### src/design/lsi_defines.vh
`ifndef LSI_DEFINES_VH
`define LSI_DEFINES_VH
// Register offsets (word addresses on the plain port)
`define LSI_REG_CTRL      4'h0
`define LSI_REG_STATUS    4'h1
`define LSI_REG_IRQ_STAT  4'h2
`define LSI_REG_IRQ_MASK  4'h3
`define LSI_REG_LEDS      4'h4
`define LSI_REG_RSSI      4'h5
// Control fields
`define LSI_CTRL_ROLE_LSB 0
`define LSI_CTRL_UPG_LSB  2
`define LSI_CTRL_NETUPG   4
`define LSI_CTRL_DIAG     5
`define LSI_CTRL_RESET    8'h00
// Station roles
`define LSI_ROLE_BASE     2'h0
`define LSI_ROLE_REMOTE   2'h1
`define LSI_ROLE_REPEATER 2'h2
// Upgrade states
`define LSI_UPG_IDLE      2'h0
`define LSI_UPG_RUN       2'h1
`define LSI_UPG_DONE      2'h2
`define LSI_UPG_FAIL      2'h3
// Interrupt bits
`define LSI_IRQ_ENTER     0
`define LSI_IRQ_EXIT      1
`define LSI_IRQ_REFUSED   2
// LED colour codes {red,green}
`define LSI_COL_OFF       2'h0
`define LSI_COL_GREEN     2'h1
`define LSI_COL_RED       2'h2
`define LSI_COL_ORANGE    2'h3
// Timing
`define LSI_CLK_MHZ       200
`define LSI_HOLD_MS       4000
`define LSI_HOLD_CYC      (`LSI_HOLD_MS * 1000 * `LSI_CLK_MHZ)
`define LSI_BLINK_MS      250
`define LSI_BLINK_CYC     (`LSI_BLINK_MS * 1000 * `LSI_CLK_MHZ)
`define LSI_CONFIRM_FLASH 4
`endif

### src/design/lsi_led_status_indicator.v
// How it works
// - Green means no alarm, information only
// - Red for alarms, orange for warnings
// - Upgrade start flashes health LED orange
// - Upgrade progress runs diagnostic toward traffic
// - Upgrade success holds health LED orange
// - Upgrade failure flashes LEDs red
// - Network upgrade flashes diagnostic LED orange
// - Test mode refused on base, entered on any other role
// - Long press enters test, all flash green
// - Button response within five seconds
// - Test mode shows live RSSI on LEDs
// - Long press exits test, all flash red
// - Radio path LED green again after exit
// - Test traffic flagged low priority
`timescale 1ns/1ps
`include "lsi_defines.vh"
module lsi_led_status_indicator #(
	parameter HOLD_CYC  = `LSI_HOLD_CYC,
	parameter BLINK_CYC = `LSI_BLINK_CYC
) (
	// Clock and reset
	input  wire       clk,
	input  wire       rst,
	// Register port
	input  wire [3:0] regAddr,
	input  wire [7:0] regWdata,
	input  wire       regWr,
	input  wire       regRd,
	output reg  [7:0] regRdata,
	// Status sources
	input  wire       alarmSevere,
	input  wire       alarmWarning,
	input  wire       usbActivity,
	input  wire       serialActivity,
	input  wire       portsOk,
	input  wire       usbHostDetect,
	input  wire       standbyRadio,
	input  wire       cpuOk,
	input  wire       notAssociated,
	input  wire       pathFail,
	input  wire       txActive,
	input  wire       rxActive,
	input  wire [2:0] upgradeStep,
	input  wire [3:0] rssiLevel,
	// Panel button pin, active low
	input  wire       buttonN,
	// LEDs, two bits each {red,green}
	output reg  [1:0] healthLed,
	output reg  [1:0] trafficLed,
	output reg  [1:0] processorLed,
	output reg  [1:0] radioPathLed,
	output reg  [1:0] diagLed,
	// Test mode status
	output wire       testActive,
	output wire       testLowPriority,
	// Interrupt
	output wire       irq
);
	localparam ST_NORMAL = 4'b0001;
	localparam ST_ENTER  = 4'b0010;
	localparam ST_TEST   = 4'b0100;
	localparam ST_EXIT   = 4'b1000;

	wire       buttonLevel;
	reg  [3:0] state_q;
	reg  [3:0] state_d;
	reg  [7:0] ctrl_q;
	reg  [2:0] irqStat_q;
	reg  [2:0] irqMask_q;
	reg  [31:0] holdCnt_q;
	reg  [31:0] blinkCnt_q;
	reg        blink_q;
	reg  [2:0] flashCnt_q;
	reg        pressDone_q;
	reg  [2:0] events;
	wire [1:0] role    = ctrl_q[`LSI_CTRL_ROLE_LSB +: 2];
	wire [1:0] upgrade = ctrl_q[`LSI_CTRL_UPG_LSB +: 2];
	wire       longPress = buttonLevel && (holdCnt_q == HOLD_CYC - 1);
	wire       blinkEdge = (blinkCnt_q == BLINK_CYC - 1);

	lsi_sync uButton (
		.clk      (clk),
		.rst      (rst),
		.pinIn    (~buttonN),
		.levelOut (buttonLevel)
	);

	// Blink timebase
	always @(posedge clk or posedge rst) begin
		if (rst) begin
			blinkCnt_q <= 32'h0;
			blink_q    <= 1'b0;
		end else if (blinkEdge) begin
			blinkCnt_q <= 32'h0;
			blink_q    <= ~blink_q;
		end else begin
			blinkCnt_q <= blinkCnt_q + 32'h1;
		end
	end

	// Long-press timer, one trigger per press
	always @(posedge clk or posedge rst) begin
		if (rst) begin
			holdCnt_q   <= 32'h0;
			pressDone_q <= 1'b0;
		end else if (!buttonLevel) begin
			holdCnt_q   <= 32'h0;
			pressDone_q <= 1'b0;
		end else if (!pressDone_q) begin
			if (longPress) begin
				holdCnt_q   <= 32'h0;
				pressDone_q <= 1'b1;
			end else begin
				holdCnt_q <= holdCnt_q + 32'h1;
			end
		end
	end

	// Test mode sequencer
	always @* begin
		state_d = state_q;
		events  = 3'h0;
		case (state_q)
			ST_NORMAL: begin
				if (longPress && !pressDone_q) begin
					if (role == `LSI_ROLE_BASE) begin
						events[`LSI_IRQ_REFUSED] = 1'b1;
					end else begin
						state_d = ST_ENTER;
						events[`LSI_IRQ_ENTER] = 1'b1;
					end
				end
			end
			ST_ENTER: begin
				if (blinkEdge && flashCnt_q == `LSI_CONFIRM_FLASH - 1) begin
					state_d = ST_TEST;
				end
			end
			ST_TEST: begin
				if (longPress && !pressDone_q) begin
					state_d = ST_EXIT;
					events[`LSI_IRQ_EXIT] = 1'b1;
				end
			end
			ST_EXIT: begin
				if (blinkEdge && flashCnt_q == `LSI_CONFIRM_FLASH - 1) begin
					state_d = ST_NORMAL;
				end
			end
			default: begin
				state_d = ST_NORMAL;
			end
		endcase
	end

	always @(posedge clk or posedge rst) begin
		if (rst) begin
			state_q    <= ST_NORMAL;
			flashCnt_q <= 3'h0;
		end else begin
			state_q <= state_d;
			if (state_d != state_q) begin
				flashCnt_q <= 3'h0;
			end else if (blinkEdge) begin
				flashCnt_q <= flashCnt_q + 3'h1;
			end
		end
	end

	assign testActive      = (state_q != ST_NORMAL);
	assign testLowPriority = testActive;
	assign irq             = |(irqStat_q & irqMask_q);

	// Registers, set beats write-one-to-clear
	always @(posedge clk or posedge rst) begin
		if (rst) begin
			ctrl_q    <= `LSI_CTRL_RESET;
			irqStat_q <= 3'h0;
			irqMask_q <= 3'h0;
		end else begin
			if (regWr && regAddr == `LSI_REG_CTRL) begin
				ctrl_q <= regWdata;
			end
			if (regWr && regAddr == `LSI_REG_IRQ_MASK) begin
				irqMask_q <= regWdata[2:0];
			end
			if (regWr && regAddr == `LSI_REG_IRQ_STAT) begin
				irqStat_q <= (irqStat_q & ~regWdata[2:0]) | events;
			end else begin
				irqStat_q <= irqStat_q | events;
			end
		end
	end

	always @(posedge clk or posedge rst) begin
		if (rst) begin
			regRdata <= 8'h00;
		end else if (regRd) begin
			case (regAddr)
				`LSI_REG_CTRL:     regRdata <= ctrl_q;
				`LSI_REG_STATUS:   regRdata <= {4'h0, state_q};
				`LSI_REG_IRQ_STAT: regRdata <= {5'h00, irqStat_q};
				`LSI_REG_IRQ_MASK: regRdata <= {5'h00, irqMask_q};
				`LSI_REG_LEDS:     regRdata <= {trafficLed, processorLed, radioPathLed, diagLed};
				`LSI_REG_RSSI:     regRdata <= {4'h0, rssiLevel};
				default:           regRdata <= 8'h00;
			endcase
		end else begin
			regRdata <= 8'h00;
		end
	end

	// LED colour selection
	wire [1:0] flashGreen  = blink_q ? `LSI_COL_GREEN  : `LSI_COL_OFF;
	wire [1:0] flashRed    = blink_q ? `LSI_COL_RED    : `LSI_COL_OFF;
	wire [1:0] flashOrange = blink_q ? `LSI_COL_ORANGE : `LSI_COL_OFF;

	always @(posedge clk or posedge rst) begin
		if (rst) begin
			healthLed    <= `LSI_COL_OFF;
			trafficLed   <= `LSI_COL_OFF;
			processorLed <= `LSI_COL_OFF;
			radioPathLed <= `LSI_COL_OFF;
			diagLed      <= `LSI_COL_OFF;
		end else if (state_q == ST_ENTER) begin
			healthLed    <= flashGreen;
			trafficLed   <= flashGreen;
			processorLed <= flashGreen;
			radioPathLed <= flashGreen;
			diagLed      <= flashGreen;
		end else if (state_q == ST_EXIT) begin
			healthLed    <= flashRed;
			trafficLed   <= flashRed;
			processorLed <= flashRed;
			radioPathLed <= flashRed;
			diagLed      <= flashRed;
		end else if (state_q == ST_TEST) begin
			// Bar graph of signal strength
			healthLed    <= (rssiLevel > 4'h0) ? `LSI_COL_GREEN : `LSI_COL_OFF;
			trafficLed   <= (rssiLevel > 4'h3) ? `LSI_COL_GREEN : `LSI_COL_OFF;
			processorLed <= (rssiLevel > 4'h6) ? `LSI_COL_GREEN : `LSI_COL_OFF;
			radioPathLed <= (rssiLevel > 4'h9) ? `LSI_COL_GREEN : `LSI_COL_OFF;
			diagLed      <= (rssiLevel > 4'hc) ? `LSI_COL_GREEN : `LSI_COL_OFF;
		end else if (upgrade == `LSI_UPG_FAIL) begin
			healthLed    <= flashRed;
			trafficLed   <= flashRed;
			processorLed <= flashRed;
			radioPathLed <= flashRed;
			diagLed      <= flashRed;
		end else if (upgrade == `LSI_UPG_RUN) begin
			healthLed    <= flashOrange;
			// Running light diagnostic to traffic
			diagLed      <= (upgradeStep[1:0] == 2'h0) ? `LSI_COL_ORANGE : `LSI_COL_OFF;
			radioPathLed <= (upgradeStep[1:0] == 2'h1) ? `LSI_COL_ORANGE : `LSI_COL_OFF;
			processorLed <= (upgradeStep[1:0] == 2'h2) ? `LSI_COL_ORANGE : `LSI_COL_OFF;
			trafficLed   <= (upgradeStep[1:0] == 2'h3) ? `LSI_COL_ORANGE : `LSI_COL_OFF;
		end else begin
			if (upgrade == `LSI_UPG_DONE) begin
				healthLed <= `LSI_COL_ORANGE;
			end else if (alarmSevere) begin
				healthLed <= `LSI_COL_RED;
			end else if (alarmWarning) begin
				healthLed <= `LSI_COL_ORANGE;
			end else begin
				healthLed <= `LSI_COL_GREEN;
			end
			if (usbActivity) begin
				trafficLed <= flashOrange;
			end else if (serialActivity) begin
				trafficLed <= flashGreen;
			end else begin
				trafficLed <= portsOk ? `LSI_COL_GREEN : `LSI_COL_OFF;
			end
			if (usbHostDetect) begin
				processorLed <= flashOrange;
			end else if (standbyRadio) begin
				processorLed <= `LSI_COL_ORANGE;
			end else begin
				processorLed <= cpuOk ? `LSI_COL_GREEN : `LSI_COL_OFF;
			end
			if (notAssociated) begin
				radioPathLed <= flashRed;
			end else if (pathFail) begin
				radioPathLed <= `LSI_COL_RED;
			end else if (txActive) begin
				radioPathLed <= flashOrange;
			end else if (rxActive) begin
				radioPathLed <= flashGreen;
			end else begin
				radioPathLed <= `LSI_COL_GREEN;
			end
			if (ctrl_q[`LSI_CTRL_NETUPG] || ctrl_q[`LSI_CTRL_DIAG]) begin
				diagLed <= flashOrange;
			end else begin
				diagLed <= `LSI_COL_OFF;
			end
		end
	end
endmodule

### src/design/lsi_sync.v
`timescale 1ns/1ps
// Three-stage pin synchroniser, change taken when stages two and three agree
module lsi_sync (
	// Clock and reset
	input  wire clk,
	input  wire rst,
	// Pin
	input  wire pinIn,
	// Filtered level
	output reg  levelOut
);
	reg s1_q;
	reg s2_q;
	reg s3_q;

	always @(posedge clk or posedge rst) begin
		if (rst) begin
			s1_q     <= 1'b0;
			s2_q     <= 1'b0;
			s3_q     <= 1'b0;
			levelOut <= 1'b0;
		end else begin
			s1_q <= pinIn;
			s2_q <= s1_q;
			s3_q <= s2_q;
			if (s2_q == s3_q) begin
				levelOut <= s3_q;
			end
		end
	end
endmodule

### config.mk
export PLATFORM = sky130hd
export DESIGN_NAME = lsi_led_status_indicator
export DESIGN_NICKNAME = d
export VERILOG_FILES = /design/src/design/lsi_led_status_indicator.v /design/src/design/lsi_sync.v
export VERILOG_INCLUDE_DIRS = /design/src /design/src/design
export SDC_FILE = /design/constraint.sdc
export NUM_CORES = 1
export LEC_CHECK = 0
export BUFFER_PORTS_ARGS = -buffer_cell sky130_fd_sc_hd__buf_2
export CORE_MARGIN = 3
export CORE_UTILIZATION = 55
export CTS_CLUSTER_DIAMETER = 30
export DETAILED_ROUTE_END_ITERATION = 12
export PLACE_DENSITY_LB_ADDON = 0.1
export SYNTH_ARGS = -nofsm -noshare
export SYNTH_HDL_FRONTEND = slang
export SYNTH_SLANG_ARGS = --single-unit
export TNS_END_PERCENT = 30
### constraint.sdc
create_clock -name clk -period 4.2 [get_ports clk]
set_input_delay 0.21 -clock clk [delete_from_list [all_inputs] [get_ports clk]]
set_output_delay 0.21 -clock clk [all_outputs]
set_load 0.02 [all_outputs]
==> impl_metrics.env <==
export IMPL_status="completed"
export IMPL_clkPwrFrac=0.321
export IMPL_die_area_mm2=0.0116
export IMPL_synth_seq_cells=109
export IMPL_die_w_um=107
export IMPL_regToRegSetupSlack_ps=1670
export IMPL_crit_type="flop to flop"
export IMPL_synth_async_reset_ratio=1.00
export IMPL_cts_buffers=9
export IMPL_final_common_cell="dfrtp_1"
export IMPL_fmax_ghz=0.395
export IMPL_maxSlewViolCount=0
export IMPL_finalSetupTns_ps=0
export IMPL_stdcell_count=748
export IMPL_gp_congestion=0.851
export IMPL_drt_pass1_iterations=5
export IMPL_num_antenna_cells=0
export IMPL_vias_per_cell=5.89
export IMPL_nets=650
export IMPL_p_sw_uw=551
export IMPL_die_h_um=107
export IMPL_maxCapViolCount=0
export IMPL_arrival_ps=2810
export IMPL_synth_cells=563
export IMPL_whs_ps=13.9
export IMPL_core_mm2=0.00991
export IMPL_wl_mm=11.7
export IMPL_grt_start_max_net_pins=76
export IMPL_io_pins=57
export IMPL_cp_endpoint="holdCnt_q[19]"
export IMPL_cp_max_fo=17
export IMPL_regToRegEndpoint="holdCnt_q[19]"
export IMPL_cts_tree="yes"
export IMPL_p_per_area_mw_per_mm2=333
export IMPL_final_cell_mix="108 x dfrtp_1, 60 x nand2_1, 55 x buf_2"
export IMPL_cts_sink_count=109
export IMPL_switching_share=0.265
export IMPL_area_growth_pct=10.1
export IMPL_synth_seq_area_share=0.482
export IMPL_internal_power_mw=1.53
export IMPL_hpwl_mm=8.19
export IMPL_globalRouteTotalUtil=0.213
export IMPL_leakagePower_nw=2.83
export IMPL_finalHoldViolations=0
export IMPL_seq_power_share=0.557
export IMPL_final_area_mm2=0.00624
export IMPL_ctsResizeCount=0
export IMPL_grt_setup_unrepaired="no"
export IMPL_path_clk_slew_ps=100
export IMPL_overflow=0
export IMPL_min_period_ps=2530
export IMPL_fin_crit_sh=0.603
export IMPL_ir_drop_v=0.000238
export IMPL_placementRows=36
export IMPL_ant_nets=0
export IMPL_routedWlPerCell_um=15.7
export IMPL_drt_iter0_markers=263
export IMPL_vias=4404
export IMPL_maxSlewHeadroom=0.268
export IMPL_clock_path_buffers=2
export IMPL_cp_data_required_time_ps=4480
export IMPL_htreeDepth=3
export IMPL_ff2ff_path_depth=7
export IMPL_syn_area_mm2=0.00567
export IMPL_grt_first_pass_wirelength_mm=19.7
export IMPL_first_global_vias=4136
export IMPL_dp_cells=731
export IMPL_tightest_slew_ps=1090
export IMPL_port_buffers=55
export IMPL_drive_above_1_share=0.185
export IMPL_dpl_cell_area_mm2=0.00602
export IMPL_ctsHoldBuffers=1
export IMPL_hold_path_class="primary input to asynchronous set/reset pin"
export IMPL_yosys_most_used_dff="dfrtp_1"
export IMPL_cts_root_buf="clkbuf_8"
export IMPL_p_comb_frac=0.122
export IMPL_start_util=0.572
export IMPL_syn_nets=603
export IMPL_post_cts_buffers=0
export IMPL_critPathCaptureType="flop"
export IMPL_timing_rr_start="uButton.levelOut"
export IMPL_synth_area_per_cell_um2=10.1
export IMPL_setup_viol=0
export IMPL_antenna_found_initial=0
export IMPL_clock_skew_ps=12.3
export IMPL_synth_distinct_cells=72
export IMPL_synth_edf_count=0
export IMPL_yosysWarnings=0
export IMPL_startpoint="uButton.levelOut"
export IMPL_clk_latency_ps=400
export IMPL_cp_start_kind="flop"
export IMPL_fillers=836
export IMPL_drcViolationCount=0
==> state kept, by name, indices dropped and copies added, names as in the netlist, 2 cells and up <==
signal        cells
blinkCnt_q       32
ctrl_q            8
diagLed           2
flashCnt_q        3
healthLed         2
holdCnt_q        32
irqMask_q         3
irqStat_q         3
processorLed      2
radioPathLed      2
regRdata          8
state_q           4
trafficLed        2
==> worst min-delay path by stage <==
stage	start	end	cells past startpoint
6_report	rst	holdCnt_q[6]	2
5_1_grt	regWdata[6]	ctrl_q[6]	2
2_1_floorplan	buttonN	uButton.s1_q	1
3_5_place_dp	uButton.s1_q	uButton.s2_q	0
4_1_cts	regWdata[5]	ctrl_q[5]	2
3_3_place_gp	uButton.s1_q	uButton.s2_q	0
==> final cells by class <==
cell class	count	area, um2	area share
inverters	11	43.8	0.00702
repair buffers	58	300	0.0482
clock buffers	12	155	0.0249
well taps	133	166	0.0267
clock inverters	4	55.1	0.00883
multi-input cells	421	2790	0.447
flip-flops and latches	109	2730	0.438
==> cell usage after synthesis (4+ instances only) <==
library cell / n / area share
and3_1: 13 / 0.014
nand2_1: 60 / 0.040
o21ai_1: 22 / 0.019
o21ai_0: 12 / 0.011
xnor2_1: 21 / 0.032
clkbuf_1: 12 / 0.0079
nor2_1: 52 / 0.034
mux2i_1: 9 / 0.016
nand3_1: 31 / 0.027
dfrtp_1: 108 / 0.48
and4_1: 4 / 0.0062
nor2b_1: 5 / 0.0055
or3_1: 5 / 0.0055
buf_2: 6 / 0.0053
xor2_1: 17 / 0.026
nor3_1: 9 / 0.0079
o211ai_1: 4 / 0.0053
o31ai_1: 12 / 0.016
o311ai_1: 4 / 0.0062
ha_1: 4 / 0.0088
a21oi_1: 14 / 0.012
a31oi_1: 13 / 0.014
inv_1: 11 / 0.0073
nand4_1: 16 / 0.018
nor4_1: 4 / 0.0044
mux2_2: 17 / 0.034
nor4_2: 4 / 0.0088
and2_1: 7 / 0.0077
a22oi_1: 4 / 0.0053
==> critical path, cell delays in order, from the launching register on <==
cell and delay, ps:
dfrtp_1 590, nor3b_1 400, nand4_4 220, o311ai_4 580
buf_4 330, a31oi_1 70, o21ai_1 150, o31ai_1 100
==> power by group through the flow <==
stage,registers [mW],clock network [mW],logic [mW]
2_1_floorplan,1.17,0,0.174
3_3_place_gp,1.18,0,0.249
3_5_place_dp,1.18,0,0.254
4_1_cts,1.16,0.687,0.256
5_1_grt,1.17,0.730,0.281
6_report,1.16,0.667,0.254
==> metal layers <==
metal / global-route usage / vias to the layer above / part of all wire
met5: 0 / - / 0
li1: - / 2147 / -
met2: 0.324 / 93 / 0.46
met1: 0.304 / 2152 / 0.48
met4: 0.0487 / 0 / 0.010
met3: 0.0618 / 12 / 0.048
==> cells by family after synthesis <==
family,count (synthesis),synth area share
buffers and inverters,33,0.0265
multiplexers,27,0.0537
XOR/XNOR,38,0.0587
AND/OR/NAND/NOR,238,0.230
AO/OA/AOI/OAI,113,0.139
flip-flops,109,0.482
adder cells (fa/ha/maj),5,0.0106
==> stage by stage <==
step           total power [mW]  utilization  setup slack [ps]
6_report                   2.08        0.629              1670
3_5_place_dp               1.43        0.607              1670
5_1_grt                    2.18        0.629              1470
3_3_place_gp               1.43        0.607              1720
4_1_cts                    2.10        0.629              1670
2_1_floorplan              1.35            -              1120
(Power assumes the default switching activity.)
